[src/design/gpx_pkg.sv]
package gpx_pkg;

    // -----------------------------------------------------------------
    // register byte addresses
    // -----------------------------------------------------------------
    localparam logic [11:0] ADDR_PIN12  = 12'h000;
    localparam logic [11:0] ADDR_PIN3   = 12'h004;
    localparam logic [11:0] ADDR_ADC    = 12'h008;
    localparam logic [11:0] ADDR_CMD    = 12'h00C;
    localparam logic [11:0] ADDR_STATUS = 12'h010;
    localparam logic [11:0] ADDR_MASK   = 12'h014;

    // -----------------------------------------------------------------
    // pin one / pin two configuration fields
    // -----------------------------------------------------------------
    localparam int PIN12_BUCK1_SEL = 0;
    localparam int PIN12_SBY_SEL   = 1;
    localparam int PIN12_LVL1      = 2;
    localparam int PIN12_LVL2      = 3;
    localparam int PIN12_OUT1      = 4;
    localparam int PIN12_OUT2      = 5;
    localparam int PIN12_DIR1      = 6;
    localparam int PIN12_DIR2      = 7;

    // -----------------------------------------------------------------
    // pin three configuration and function selects
    // -----------------------------------------------------------------
    localparam int PIN3_DIR       = 0;
    localparam int PIN3_OUT       = 1;
    localparam int PIN3_INT1_EN   = 2;
    localparam int PIN3_INT2_EN   = 3;
    localparam int PIN3_BUCK2_SEL = 4;

    // -----------------------------------------------------------------
    // adc trigger and host command fields
    // -----------------------------------------------------------------
    localparam int ADC_TRIG_EN            = 0;
    localparam int ADC_TRIGGER_EDGE_SELECT = 1;
    localparam int CMD_BUCK1_ON           = 0;
    localparam int CMD_BUCK2_ON           = 1;
    localparam int CMD_STANDBY            = 2;

    // -----------------------------------------------------------------
    // reset values and widths
    // -----------------------------------------------------------------
    localparam int          REG_W     = 8;
    localparam logic [7:0]  RST_CFG   = 8'h00;
    localparam logic [7:0]  RST_CMD   = 8'h00;
    localparam logic [1:0]  RST_MASK  = 2'h0;
    localparam int          SYNC_W    = 4;
    localparam int          UVLO_BIT  = 3;

endpackage

[src/design/gpx_top.sv]
// The implementer's own choices: the register addresses and the APB slave port.
`timescale 1ns/1ps

// Operation
// - three open-drain pins, each configurable as input or output
// - output pin level follows the host-written value
// - pins one and two raise an interrupt on a pin transition
// - a mask bit suppresses each of pin one's and pin two's interrupt request
// - pin one drives converter one and standby; pin two converter two
// - pin two level switches converter two; host picks active level
// - pin three starts an a/d conversion, enabled in adc register
// - after reset every pin is input with no function
// - pin passes two latching stages before interrupt logic
// - first selected edge sets first stage and pulls interrupt low
// - read clears latch only with first stage low; opposite edge clears it
// - interrupt released by a host read after two edges
// - without a read further edges leave the interrupt unchanged
// - undervoltage or output configuration also release the interrupt
// - converter and standby are and of host and pin commands
// - trigger edge select high picks rising, low picks falling edge
// - output high releases the pin; output low pulls it low

module gpx_top #(
    parameter int NPIN = 3
) (
    input  wire logic             clk,
    input  wire logic             rst_b,
    input  wire logic             ce,
    input  wire logic             psel,
    input  wire logic             penable,
    input  wire logic             pwrite,
    input  wire logic [11:0]      paddr,
    input  wire logic [31:0]      pwdata,
    output logic      [31:0]      prdata,
    output logic                  pready,
    output logic                  pslverr,
    input  wire logic [NPIN-1:0]  pin_in,
    output logic      [NPIN-1:0]  pin_out,
    output logic      [NPIN-1:0]  pin_oe,
    input  wire logic             uvlo,
    output logic                  int_b,
    output logic                  buck_converter_one_on,
    output logic                  buck_converter_two_on,
    output logic                  buck_standby,
    output logic                  adc_start
);

    // -----------------------------------------------------------------
    // registers and wires
    // -----------------------------------------------------------------
    logic [7:0]                      pin12_q;
    logic [7:0]                      pin3_q;
    logic [7:0]                      adc_q;
    logic [7:0]                      cmd_q;
    logic [1:0]                      mask_q;
    logic [gpx_pkg::SYNC_W-1:0]      sync2_q;
    logic                            pin3_prev_q;
    logic [31:0]                     prdata_q;
    logic                            pready_q;
    logic                            pslverr_q;
    logic [NPIN-1:0]                 pin_oe_q;
    logic [NPIN-1:0]                 pin_out_q;
    logic                            int_b_q;
    logic                            buck1_q;
    logic                            buck2_q;
    logic                            sby_q;
    logic                            adc_start_q;
    logic [1:0]                      stage;
    logic [1:0]                      latch;
    logic [NPIN-1:0]                 pin_s;
    logic                            uvlo_s;
    logic                            setup;
    logic                            access_ok;
    logic                            wr_en;
    logic                            rd_en;
    logic                            hit_pin12;
    logic                            hit_pin3;
    logic                            hit_adc;
    logic                            hit_cmd;
    logic                            hit_status;
    logic                            hit_mask;
    logic                            mapped;
    logic                            rd_clr;
    logic [7:0]                      rd_mux;
    logic [7:0]                      status_val;
    logic [1:0]                      dir_out;
    logic [1:0]                      int_en;
    logic [1:0]                      arm;
    logic [1:0]                      kill;
    logic [1:0]                      lvl;
    logic [NPIN-1:0]                 dir_all;
    logic [NPIN-1:0]                 out_all;
    logic                            pin1_buck_mode;
    logic                            pin1_sby_mode;
    logic                            pin2_buck_mode;
    logic                            pin1_active;
    logic                            pin2_active;
    logic                            buck1_d;
    logic                            buck2_d;
    logic                            sby_d;
    logic                            trig_mode;
    logic                            trig_edge;
    logic                            int_b_d;

    // -----------------------------------------------------------------
    // pin and undervoltage synchronisers
    // -----------------------------------------------------------------
    // first stage feeds only the second; everything reads sync2_q
    genvar gi;
    generate
        for (gi = 0; gi < gpx_pkg::SYNC_W; gi++) begin : g_sync
            logic raw;
            logic s1_q;
            logic s2_q;
            // pick the source by generate so no pin index runs past NPIN
            if (gi == gpx_pkg::UVLO_BIT) begin : g_uv
                assign raw = uvlo;
            end else begin : g_pin
                assign raw = pin_in[gi];
            end
            // each lane owns its flops; one process per variable
            always_ff @(posedge clk or negedge rst_b) begin
                if (!rst_b) begin
                    s1_q <= 1'b0;
                    s2_q <= 1'b0;
                end else if (ce) begin
                    s1_q <= raw;
                    s2_q <= s1_q;
                end
            end
            assign sync2_q[gi] = s2_q;
        end
    endgenerate

    assign pin_s  = sync2_q[NPIN-1:0];
    assign uvlo_s = sync2_q[gpx_pkg::UVLO_BIT];

    // -----------------------------------------------------------------
    // apb decode
    // -----------------------------------------------------------------
    // one wait-free access phase: pready rises on the first access cycle
    assign setup      = psel & ~penable;
    assign access_ok  = psel & penable & pready_q;
    assign wr_en      = access_ok & pwrite;
    assign rd_en      = access_ok & ~pwrite;
    assign hit_pin12  = paddr == gpx_pkg::ADDR_PIN12;
    assign hit_pin3   = paddr == gpx_pkg::ADDR_PIN3;
    assign hit_adc    = paddr == gpx_pkg::ADDR_ADC;
    assign hit_cmd    = paddr == gpx_pkg::ADDR_CMD;
    assign hit_status = paddr == gpx_pkg::ADDR_STATUS;
    assign hit_mask   = paddr == gpx_pkg::ADDR_MASK;
    assign mapped     = hit_pin12 | hit_pin3 | hit_adc | hit_cmd
                      | hit_status | hit_mask;
    assign rd_clr     = rd_en & hit_status;

    // status shows the block's own interrupt and pin state
    assign status_val = {int_b_q, pin_s, stage, latch};

    assign rd_mux = hit_pin12  ? pin12_q :
                    hit_pin3   ? pin3_q :
                    hit_adc    ? adc_q :
                    hit_cmd    ? cmd_q :
                    hit_status ? status_val :
                    hit_mask   ? {6'h00, mask_q} : 8'h00;

    // bus answer registers
    always_ff @(posedge clk or negedge rst_b) begin
        if (!rst_b) begin
            pready_q  <= 1'b0;
            pslverr_q <= 1'b0;
            prdata_q  <= 32'h0000_0000;
        end else if (ce) begin
            pready_q  <= setup;
            pslverr_q <= setup & ~mapped;
            prdata_q  <= {24'h00_0000, rd_mux};
        end
    end

    // -----------------------------------------------------------------
    // software registers
    // -----------------------------------------------------------------
    // reset leaves every pin an input with no function chosen
    always_ff @(posedge clk or negedge rst_b) begin
        if (!rst_b) begin
            pin12_q <= gpx_pkg::RST_CFG;
            pin3_q  <= gpx_pkg::RST_CFG;
            adc_q   <= gpx_pkg::RST_CFG;
            cmd_q   <= gpx_pkg::RST_CMD;
            mask_q  <= gpx_pkg::RST_MASK;
        end else if (ce && wr_en) begin
            if (hit_pin12) pin12_q <= pwdata[7:0];
            if (hit_pin3)  pin3_q  <= pwdata[7:0];
            if (hit_adc)   adc_q   <= pwdata[7:0];
            if (hit_cmd)   cmd_q   <= pwdata[7:0];
            if (hit_mask)  mask_q  <= pwdata[1:0];
        end
    end

    // -----------------------------------------------------------------
    // open-drain pin drive
    // -----------------------------------------------------------------
    assign dir_all = {pin3_q[gpx_pkg::PIN3_DIR],
                      pin12_q[gpx_pkg::PIN12_DIR2],
                      pin12_q[gpx_pkg::PIN12_DIR1]};
    assign out_all = {pin3_q[gpx_pkg::PIN3_OUT],
                      pin12_q[gpx_pkg::PIN12_OUT2],
                      pin12_q[gpx_pkg::PIN12_OUT1]};

    // high releases the pin, low enables the pull-down
    always_ff @(posedge clk or negedge rst_b) begin
        if (!rst_b) begin
            pin_oe_q  <= '0;
            pin_out_q <= '0;
        end else if (ce) begin
            pin_oe_q  <= dir_all & ~out_all;
            pin_out_q <= '0;
        end
    end

    // -----------------------------------------------------------------
    // edge interrupt cells for pins one and two
    // -----------------------------------------------------------------
    assign dir_out = dir_all[1:0];
    assign int_en  = {pin3_q[gpx_pkg::PIN3_INT2_EN],
                      pin3_q[gpx_pkg::PIN3_INT1_EN]};
    assign lvl     = {pin12_q[gpx_pkg::PIN12_LVL2],
                      pin12_q[gpx_pkg::PIN12_LVL1]};
    assign arm     = int_en & ~dir_out;
    assign kill    = ~arm | {2{uvlo_s}};

    generate
        for (gi = 0; gi < 2; gi++) begin : g_irq
            gpx_edge_cell u_cell (
                .clk      (clk),
                .rst_b    (rst_b),
                .ce       (ce),
                .pin_s    (pin_s[gi]),
                .arm      (arm[gi]),
                .fall_sel (lvl[gi]),
                .rd_clr   (rd_clr),
                .kill     (kill[gi]),
                .stage_q  (stage[gi]),
                .latch_q  (latch[gi])
            );
        end
    endgenerate

    // unmasked latches pull the shared line low
    assign int_b_d = ~|(latch & ~mask_q);

    // -----------------------------------------------------------------
    // converter and standby control
    // -----------------------------------------------------------------
    // software must keep pin functions exclusive; no arbitration here
    assign pin1_buck_mode = ~dir_out[0]
                          & pin12_q[gpx_pkg::PIN12_BUCK1_SEL];
    assign pin1_sby_mode  = ~dir_out[0]
                          & pin12_q[gpx_pkg::PIN12_SBY_SEL];
    assign pin2_buck_mode = ~dir_out[1]
                          & pin3_q[gpx_pkg::PIN3_BUCK2_SEL];
    assign pin1_active    = pin_s[0] == lvl[0];
    assign pin2_active    = pin_s[1] == lvl[1];

    // either side saying off or normal wins
    assign buck1_d = cmd_q[gpx_pkg::CMD_BUCK1_ON]
                   & (~pin1_buck_mode | pin1_active);
    assign buck2_d = cmd_q[gpx_pkg::CMD_BUCK2_ON]
                   & (~pin2_buck_mode | pin2_active);
    assign sby_d   = cmd_q[gpx_pkg::CMD_STANDBY]
                   & (~pin1_sby_mode | pin1_active);

    // -----------------------------------------------------------------
    // adc start trigger on pin three
    // -----------------------------------------------------------------
    assign trig_mode = ~dir_all[2] & adc_q[gpx_pkg::ADC_TRIG_EN];
    assign trig_edge = adc_q[gpx_pkg::ADC_TRIGGER_EDGE_SELECT]
                     ? (~pin3_prev_q & pin_s[2])
                     : (pin3_prev_q & ~pin_s[2]);

    // output flops; adc_start is a one-cycle pulse
    always_ff @(posedge clk or negedge rst_b) begin
        if (!rst_b) begin
            pin3_prev_q <= 1'b0;
            int_b_q     <= 1'b1;
            buck1_q     <= 1'b0;
            buck2_q     <= 1'b0;
            sby_q       <= 1'b0;
            adc_start_q <= 1'b0;
        end else if (ce) begin
            pin3_prev_q <= pin_s[2];
            int_b_q     <= int_b_d;
            buck1_q     <= buck1_d;
            buck2_q     <= buck2_d;
            sby_q       <= sby_d;
            adc_start_q <= trig_mode & trig_edge;
        end
    end

    assign prdata                = prdata_q;
    assign pready                = pready_q;
    assign pslverr               = pslverr_q;
    assign pin_oe                = pin_oe_q;
    assign pin_out               = pin_out_q;
    assign int_b                 = int_b_q;
    assign buck_converter_one_on = buck1_q;
    assign buck_converter_two_on = buck2_q;
    assign buck_standby          = sby_q;
    assign adc_start             = adc_start_q;
endmodule // gpx_top

[src/design/gpx_edge_cell.sv]
`timescale 1ns/1ps

module gpx_edge_cell (
    input  wire logic clk,
    input  wire logic rst_b,
    input  wire logic ce,
    input  wire logic pin_s,
    input  wire logic arm,
    input  wire logic fall_sel,
    input  wire logic rd_clr,
    input  wire logic kill,
    output logic      stage_q,
    output logic      latch_q
);

    logic prev_q;
    logic rise;
    logic fall;
    logic sel_edge;
    logic opp_edge;
    logic stage_d;
    logic latch_d;

    // -----------------------------------------------------------------
    // edge detect on the already synchronised pin
    // -----------------------------------------------------------------
    assign rise     = ~prev_q & pin_s;
    assign fall     = prev_q & ~pin_s;
    assign sel_edge = arm & (fall_sel ? fall : rise);
    assign opp_edge = arm & (fall_sel ? rise : fall);

    // first stage: set by the chosen edge, cleared by the opposite one
    assign stage_d = kill     ? 1'b0 :
                     sel_edge ? 1'b1 :
                     opp_edge ? 1'b0 : stage_q;

    // output latch: set wins over a read in the same cycle
    assign latch_d = kill              ? 1'b0 :
                     sel_edge          ? 1'b1 :
                     rd_clr & ~stage_q ? 1'b0 : latch_q;

    // state update, frozen while ce is low
    always_ff @(posedge clk or negedge rst_b) begin
        if (!rst_b) begin
            prev_q  <= 1'b0;
            stage_q <= 1'b0;
            latch_q <= 1'b0;
        end else if (ce) begin
            prev_q  <= pin_s;
            stage_q <= stage_d;
            latch_q <= latch_d;
        end
    end
endmodule // gpx_edge_cell

[config.mk]
export PLATFORM = sky130hd
export DESIGN_NAME = gpx_top
export DESIGN_NICKNAME = d
export VERILOG_FILES = /design/src/design/gpx_pkg.sv /design/src/design/gpx_top.sv /design/src/design/gpx_edge_cell.sv
export SDC_FILE = /design/constraint.sdc
export NUM_CORES = 1
export LEC_CHECK = 0
export BUFFER_PORTS_ARGS = -buffer_cell sky130_fd_sc_hd__buf_2
export CELL_PAD_IN_SITES_DETAIL_PLACEMENT = 0
export CELL_PAD_IN_SITES_GLOBAL_PLACEMENT = 1
export CORE_MARGIN = 3
export CORE_UTILIZATION = 41
export DETAILED_ROUTE_END_ITERATION = 10
export GPL_ROUTABILITY_DRIVEN = 1
export HOLD_SLACK_MARGIN = 0.12
export PLACE_DENSITY_LB_ADDON = 0.1
export SLEW_MARGIN = 20
export SYNTH_ARGS = -nofsm -noshare
export SYNTH_HDL_FRONTEND = slang
export SYNTH_SLANG_ARGS = --single-unit
[constraint.sdc]
create_clock -name clk -period 3.8 [get_ports clk]
set_input_delay 0.38 -clock clk [delete_from_list [all_inputs] [get_ports clk]]
set_output_delay 0.38 -clock clk [all_outputs]
set_load 0.005 [all_outputs]
; Word level (Yosys, flattened, before mapping)
; Index checks and enable logic that the tools add are counted.
[op_classes]
multipliers = 0
n_shift = 0
mux = 23
n_addsub = 0
div = 0
n_reduce_logical = 17
eq_ne = 7
bitwise_logic = 60
magnitude_cmp = 0
[ops]
columns = cell, n
row1 = 2-to-1 mux 8 bit, 5
row2 = bitwise AND 1 bit, 27
row3 = == test 12 x 4 -> 1 bit (second input constant), 2
row4 = == test 12 x 5 -> 1 bit (second input constant), 2
row5 = AND reduction 2 bit, 9
row6 = 2-to-1 mux 1 bit, 17
row7 = inverter 1 bit, 17
row8 = == test 12 x 3 -> 1 bit (second input constant), 1
row9 = logical NOT 12 bit, 1
row10 = nonzero test 3 bit, 4
row11 = OR 1 bit, 8
row12 = inverter 2 bit, 3
row13 = bitwise AND 2 bit, 2
row14 = bitwise AND 3 bit, 1
row15 = inverter 3 bit, 1
row16 = == test 1 bit, 2
row17 = 2-to-1 mux 2 bit, 1
row18 = OR 2 bit, 1
row19 = OR reduction 2 bit, 1
row20 = logical AND 1 bit, 1
row21 = logical NOT 1 bit, 1
[totals]
memories = 0
latchBits = 0
out_inout_bits = 45
wordCells = 136
mem_bits_rw = 0
rom_bits = 0
regBits = 67

; Longest topological paths before layout
; Gate-level depths: netlist (run 1).
[logic_depth]
word_depth = 8
ltp_mapped = 6
depth_no_buf = 4

; By module
; From an unflattened synthesis (run 1), not the netlist that was laid out.
[unflattened]
cells_unflattened = 335
hier_area_um2 = 3652.3
[by_module_without_submodules]
columns = mod, area_per_inst_um2, cells_each, instances
row1 = gpx_top, 3281.9, 291, 1
row2 = gpx_edge_cell, 185.2, 22, 2

; Worst setup path after synthesis (run 1)
; No wires, ideal clock.
[synth_timing]
path_kind = input-to-reg
startpoint = in paddr[1]
endpoint = reg pin3_q[0]
n_path_buf = 0
path_slack_ns = 1.964
path_stages = 4
setup_time_ns = 0.125
arrival_ns = 1.712
cell_sequence = nor4_2 nand4_2 nor4_4 mux2_2
[synth_between]
elab_chain_len = 2
[synth_lines]
columns = item, line_no
row1 = "start, declared", gpx_top.sv:32  ; input wire logic [11:0] paddr,
row2 = == test 12 x 3 -> 1 bit, gpx_top.sv:147  ; assign hit_pin3 = paddr == gpx_pkg::ADDR_PIN3;
row3 = AND reduction 2 bit (no line), -
row4 = "end signal, assigned", gpx_top.sv:186  ; pin3_q <= gpx_pkg::RST_CFG;
row5 = "end signal, assigned", gpx_top.sv:192  ; if (hit_pin3) pin3_q <= pwdata[7:0];
row6 = "end, declared", gpx_top.sv:52  ; logic [7:0] pin3_q;
; No other way between the ends.
; A chain may end at the register's enable or synchronous reset.

; Worst setup path after layout (run 1)
[layout_timing]
startpoint = reg pready_q, in the netlist pready
endpoint = reg cmd_q[6]
[layout_between]
elab_chain_len = 4
[layout_lines]
columns = item, line_no
row1 = "start, declared", gpx_top.sv:59  ; logic pready_q;
row2 = "start signal, assigned", gpx_top.sv:173  ; pready_q <= setup;
row3 = bitwise AND 1 bit, gpx_top.sv:143  ; assign access_ok = psel & penable & pready_q;
row4 = bitwise AND 1 bit, gpx_top.sv:144  ; assign wr_en = access_ok & pwrite;
row5 = logical AND 1 bit, gpx_top.sv:190  ; end else if (ce && wr_en) begin
row6 = AND reduction 2 bit (no line), -
row7 = "end signal, assigned", gpx_top.sv:188  ; cmd_q <= gpx_pkg::RST_CMD;
row8 = "end signal, assigned", gpx_top.sv:194  ; if (hit_cmd) cmd_q <= pwdata[7:0];
row9 = "end, declared", gpx_top.sv:54  ; logic [7:0] cmd_q;
; No other way between the ends.

==> flow_metrics.py, run 1 <==
metrics = {
    "synthesis": {
        "seq_area_frac_synth_pct": 48.9,
        "synth_top_area_share_pct": 48.1,
        "synthTopCellsByCount": "66 x dfrtp_1, 49 x mux2_2, 27 x buf_4",
        "synth-main-ff-cell": "dfrtp_1",
        "synth-seq-cells": 67,
        "ys_async_sr_fraction_pct": 100,
        "synth_mux_area_share_pct": 16.1,
        "synthTopCellsByArea": "dfrtp_1 48%, mux2_2 16%, buf_4 5.9%",
        "synth_edf_count": 0,
        "synth_xor_area_share_pct": 0.766,
        "synthAdderAreaFrac_pct": 0,
        "synth_top_family_by_area": "multiplexers",
        "synthCells": 303,
        "ys_types": 51,
        "synth_compound_area_share_pct": 10.6,
        "syn_area_per_cell_sq_um": 11.3,
        "synth-simple-area-share_pct": 14.3,
        "yosysMostFrequentCell": "dfrtp_1",
        "syn_area_sq_um": 3430,
        "yosysWarnings": 0,
        "yosysTopAreaCell": "dfrtp_1",
    },
    "routing": {
        "drtPass1Iterations": 4,
        "wl_per_cell_um": 18.2,
        "ant_nets": 0,
        "drcViolationCount": 0,
        "via_per_inst": 5.35,
        "vias": 2432,
        "wl_um": 8290,
        "detail_route.iter0.violations": 96,
    },
    "pwr": {
        "clockPowerShare_pct": 38.8,
        "p_sw_w": 0.000365,
        "p_leak_nw": 1.83,
        "power_w": 0.00145,
        "ir_drop_v": 0.000163,
        "combPwrFrac_pct": 9.0,
        "p_int_w": 0.00108,
        "seqPwrFrac_pct": 52.3,
        "power.density_nw_per_um2": 378,
        "p_sw_share_pct": 25.2,
    },
    "global_routing": {
        "grt.total_usage_pct": 17.9,
        "grt_pass1_vias": 2479,
        "grt_overflow": 0,
        "antenna_found_initial": 0,
        "grt_pass1_wl_um": 13400,
        "grt_max_degree": 43,
    },
    "cts": {
        "postCtsSetupRepairBufs": 0,
        "clk_latency_ns": 0.34,
        "cts_resized": 0,
        "path_clk_slew_ns": 0.07,
        "hold_buffers": 0,
        "clock_path_buffers": 2,
        "root_buffer": "clkbuf_8",
        "cts_num_sinks": 67,
        "numCtsBuffers": 9,
        "cts_tree": "built",
        "htreeDepth": 3,
    },
    "layout": {
        "area_growth_pct": 11.7,
        "fin_cells": 455,
        "layout.nets": 403,
        "fill_cells": 758,
        "regArea_sq_um": 1680,
        "diodes": 0,
        "multi_input_area_sq_um": 1530,
        "drive_above_1_share_pct": 34.8,
    },
    "outcome": {
        "outcome": "finished, final reports clean",
    },
    "sta": {
        "finClkSkew_ns": 0.00687,
        "hold_violations": 0,
        "min_period_ns": 2.16,
        "fmax_ghz": 0.463,
        "final-setup-viol-count": 0,
        "fin_setup_tns_ns": 0,
        "worst_hold_slack_ns": 0.134,
        "slew_viol_final": 0,
        "fin_crit_sh_pct": 56.8,
        "rsz0062_at_grt": "false",
        "tightestPinTransition_ns": 0.878,
        "relSlewSlack_pct": 41.4,
    },
    "floorplanning": {
        "start_util_pct": 43.3,
        "pin_count": 99,
        "die_y_um": 97.5,
        "std_cell_rows": 32,
        "core_area_sq_um": 7930,
        "die_area_sq_um": 9500,
        "die-width_um": 97.5,
    },
    "worst_setup_path": {
        "cp.arrival_ns": 2.38,
        "required_ns": 4.02,
        "cp_max_fo": 8,
        "cp-start-kind": "flop",
        "crit_type": "flop to flop",
        "worst_setup_path_end_kind": "flop",
    },
    "placed_design": {
        "gp_congestion": 0.804,
        "io_buffers": 47,
        "hpwlAfterDp_um": 5680,
        "place_inst": 440,
    },
    "min_path": {
        "hp-class": "primary input to asynchronous set/reset pin",
    },
    "job": {
        "cap_violations": 0,
    },
}
per-layer routing:
metal | global-route usage [%] | vias up | share of wire (%)
li1 | - | 1134 | -
met1 | 26.1 | 1204 | 49
met2 | 26.6 | 86 | 45
met3 | 3.09 | 8 | 5.7
met4 | 6.92 | 0 | 1.0
met5 | 0 | - | 0
cell families after synthesis:
| kind of cell | count (synthesis) |
|---|---|
| xor+xnor | 3 |
| buf+inv | 57 |
| compound gates | 51 |
| mux | 49 |
| other cells | 1 |
| flops | 67 |
| simple gates | 75 |
flip-flops by register name, indices dropped and copies added (netlist names), 2 cells and up:
| name | flops |
|---|---|
| g_irq.u_cell.stage_q | 2 |
| cmd_q | 8 |
| adc_q | 8 |
| pin_oe | 3 |
| prdata | 8 |
| g_irq.u_cell.latch_q | 2 |
| pin3_q | 8 |
| g_sync.s1_q | 4 |
| pin12_q | 8 |
| g_irq.u_cell.prev_q | 2 |
| g_sync.s2_q | 4 |
| mask_q | 2 |
power groups by stage:
stage          registers, W  clock network [W]  logic (W)
2_1_floorplan      0.000758                  0   0.000100
3_3_place_gp       0.000770                  0   0.000130
3_5_place_dp       0.000771                  0   0.000131
4_1_cts            0.000757           0.000578   0.000132
5_1_grt            0.000760           0.000610   0.000146
6_report           0.000757           0.000562   0.000130
layout make-up:
type	count	share of cell area, %
clock buffers	12	3.53
clock inverters	3	1.04
inverters	16	1.57
multi-input cells	205	40.0
flip-flops and latches	67	43.8
well taps	102	3.33
repair buffers	50	6.73
cell usage in the layout, fill, tap and decap left out, types with 3 or more instances in the layout:
cell type,Yosys,routed
o32ai_1,3,3
a22oi_1,5,5
o21ai_0,10,10
xnor2_1,3,3
mux2_2,49,49
nor3_1,3,3
dfrtp_1,66,66
o2bb2ai_1,4,4
nor2b_1,7,7
o32a_1,3,3
nand4b_1,3,3
conb_1,1,27
nand3_1,5,5
clkbuf_1,12,3
nand2_1,8,8
buf_4,27,3
nand3b_1,8,8
o221ai_1,3,3
clkbuf_8,0,9
inv_1,16,16
nor2_1,15,15
a311oi_1,3,3
a21oi_1,9,9
buf_2,2,47
final timing paths:
path                                  startpoint                    endpoint  slack, ns  cells past startpoint
setup / recovery              pready$_DFFE_PN0P_        cmd_q[6]$_DFFE_PN0P_       1.64                      4
hold / removal                             rst_b       prdata[1]$_DFFE_PN0P_       0.13                      1
setup reg to reg              pready$_DFFE_PN0P_        cmd_q[6]$_DFFE_PN0P_       1.64                      4
max in group asynchronous                  rst_b           int_b$_DFFE_PN1P_       2.85                      2
min in group clk                            uvlo  g_sync[3].s1_q$_DFFE_PN0P_       0.27                      2
hold reg to reg            prdata[0]$_DFFE_PN0P_       prdata[0]$_DFFE_PN0P_       0.48                      1
stage by stage:
step	cell area [sq um]	setup slack, ns	utilization, %
final	3830	1.64	48.3
after global routing	3830	1.54	48.3
after CTS	3830	1.65	48.3
after detailed placement	3660	1.36	46.1
after global placement	3660	1.36	46.1
after floorplan	3530	1.96	-
critical path, stage by stage (launching register included):
cell and delay, ns:
dfrtp_1 0.39, and4_1 0.26, nand4_2 0.22, nor2b_1 0.75
mux2_2 0.41
No activity file was read; power rests on OpenSTA's default activity.
==> inputs of run 2 (changes only) <==
CORE_UTILIZATION = 36   (was 41)
clock period = 1.9 ns   (was 3.8 ns; I/O delays follow)
==> run 2 against run 1 <==
Effect of this change:
- critical path type unchanged
- critical endpoint is now pin3_q[3]$_DFFE_PN0P_
- clock skew increased by 0.00082 ns
- largest power group unchanged
- die area grew 13%
- largest cell class unchanged
- design area rose by 7.1%
==> flow_metrics.py, run 2 (synthesis gave the netlist of run 1 again) <==
metrics = {
    "layout": {
        "area_growth_pct": 19.6,
        "layout.nets": 427,
        "fill_cells": 901,
        "drive_above_1_share_pct": 37.5,
        "diodes": 0,
        "fin_cells": 505,
        "mostFrequentLayoutCell": "dfrtp_1",
        "final_cell_mix": "66 x dfrtp_1, 49 x mux2_2, 47 x buf_2, 27 x conb_1, 18 x buf_4",
    },
    "pwr": {
        "p_sw_w": 0.000725,
        "seqPwrFrac_pct": 51.4,
        "power_w": 0.00294,
        "combPwrFrac_pct": 9.8,
        "p_int_w": 0.00222,
        "clockPowerShare_pct": 38.8,
        "power.density_nw_per_um2": 717,
        "p_sw_share_pct": 24.6,
        "p_leak_nw": 1.96,
        "ir_drop_v": 0.000347,
    },
    "sta": {
        "final-setup-viol-count": 0,
        "finClkSkew_ns": 0.00768,
        "fin_ws_ns": 0.195,
        "min_period_ns": 1.71,
        "hold_violations": 0,
        "slew_viol_final": 0,
        "fin_crit_sh_pct": 89.7,
        "relSlewSlack_pct": 62.4,
        "fmax_ghz": 0.586,
        "rsz0062_at_grt": "false",
        "tightestPinTransition_ns": 0.564,
    },
    "placed_design": {
        "dpl_worst_slack_ns": -0.00373,
        "io_buffers": 47,
        "hpwlAfterDp_um": 6390,
        "gp_congestion": 0.799,
        "place_inst": 484,
    },
    "global_routing": {
        "grt.total_usage_pct": 16.6,
        "grt_pass1_vias": 2576,
        "grt_pass1_wl_um": 13900,
        "grt_max_degree": 43,
        "antenna_found_initial": 0,
        "grt_overflow": 0,
    },
    "routing": {
        "vias": 2504,
        "detail_route.iter0.violations": 68,
        "wl_um": 8690,
        "wl_per_cell_um": 17.2,
        "drcViolationCount": 0,
        "drtPass1Iterations": 4,
        "via_per_inst": 4.96,
        "ant_nets": 0,
    },
    "cts": {
        "root_buffer": "clkbuf_8",
        "clock_path_buffers": 2,
        "clk_latency_ns": 0.34,
        "path_clk_slew_ns": 0.07,
        "cts_tree": "built",
        "numCtsBuffers": 9,
        "htreeDepth": 3,
        "cts_num_sinks": 67,
    },
    "worst_setup_path": {
        "crit_type": "flop to flop",
        "required_ns": 2.13,
        "cp.arrival_ns": 1.93,
        "cp-start-kind": "flop",
        "worst_setup_path_end_kind": "flop",
        "cp_max_fo": 5,
    },
    "floorplanning": {
        "die_y_um": 104,
        "core_area_sq_um": 9240,
        "die_area_sq_um": 10700,
        "pin_count": 99,
        "start_util_pct": 37.1,
        "std_cell_rows": 35,
        "die-width_um": 104,
    },
    "job": {
        "cap_violations": 0,
    },
    "min_path": {
        "hp-class": "primary input to flop",
    },
    "outcome": {
        "outcome": "finished, final reports clean",
    },
}
## run 2: path summary, 6_finish.rpt
path,from,endpoint,slack (ns),depth (start not counted)
worst max-delay path,pready$_DFFE_PN0P_,pin3_q[3]$_DFFE_PN0P_,0.19,5
worst min-delay path,pwdata[6],pin12_q[6]$_DFFE_PN0P_,0.14,2
min in group asynchronous,rst_b,prdata[5]$_DFFE_PN0P_,0.38,2
worst min register to register,prdata[6]$_DFFE_PN0P_,prdata[6]$_DFFE_PN0P_,0.49,1
worst max register to register,pready$_DFFE_PN0P_,pin3_q[3]$_DFFE_PN0P_,0.19,5
max in group asynchronous,rst_b,int_b$_DFFE_PN1P_,0.91,3
## run 2: worst max-delay path: stages (launching register included)
cell and delay (ns):
dfrtp_1 0.38, and4_1 0.28, nand4_4 0.18, nor4_4 0.20, buf_4 0.20, mux2_2 0.34
## run 2: area by class of cell
type	instances	area (sq um)	area share [%]
clock inverters	3	40.0	0.976
clock buffers	11	141	3.45
repair buffers	74	480	11.7
well taps	129	161	3.93
flip-flops and latches	67	1680	40.9
inverters	16	60.1	1.46
multi-input cells	205	1540	37.6
## run 2: repair_timing
item / 4_1_cts / 5_1_grt
buffers inserted: 0 / 0
gates resized for setup: 0 / 1
hold buffers: 7 / 0
endpoints found under the hold margin: 30 / 0
endpoints found under the setup margin: 0 / 6
## run 2: through the flow
step | hold slack [ns] | util [%] | cell area (sq um) | TNS [ns]
floorplan | -0.106 | - | 3530 | 0
global placement | 0.211 | 41.6 | 3840 | 0
detailed placement | 0.212 | 41.6 | 3840 | -0.00373
CTS | 0.121 | 44.3 | 4100 | 0
global route | 0.129 | 44.4 | 4100 | 0
finish | 0.135 | 44.4 | 4100 | 0
## run 2: power by group through the flow
stage | clock, W | combinational [W] | sequential (W)
floorplan | 0 | 0.000201 | 0.00152
global placement | 0 | 0.000279 | 0.00154
detailed placement | 0 | 0.000281 | 0.00154
CTS | 0.00119 | 0.000293 | 0.00152
global route | 0.00125 | 0.000325 | 0.00152
finish | 0.00114 | 0.000289 | 0.00151
## run 2: metal layers
layer	part of all wire [%]	GRT usage [%]	up-vias
met3	5.7	4.55	5
met2	47	26.0	72
li1	-	-	1179
met4	0.79	4.18	0
met5	0	0	-
met1	47	23.0	1248
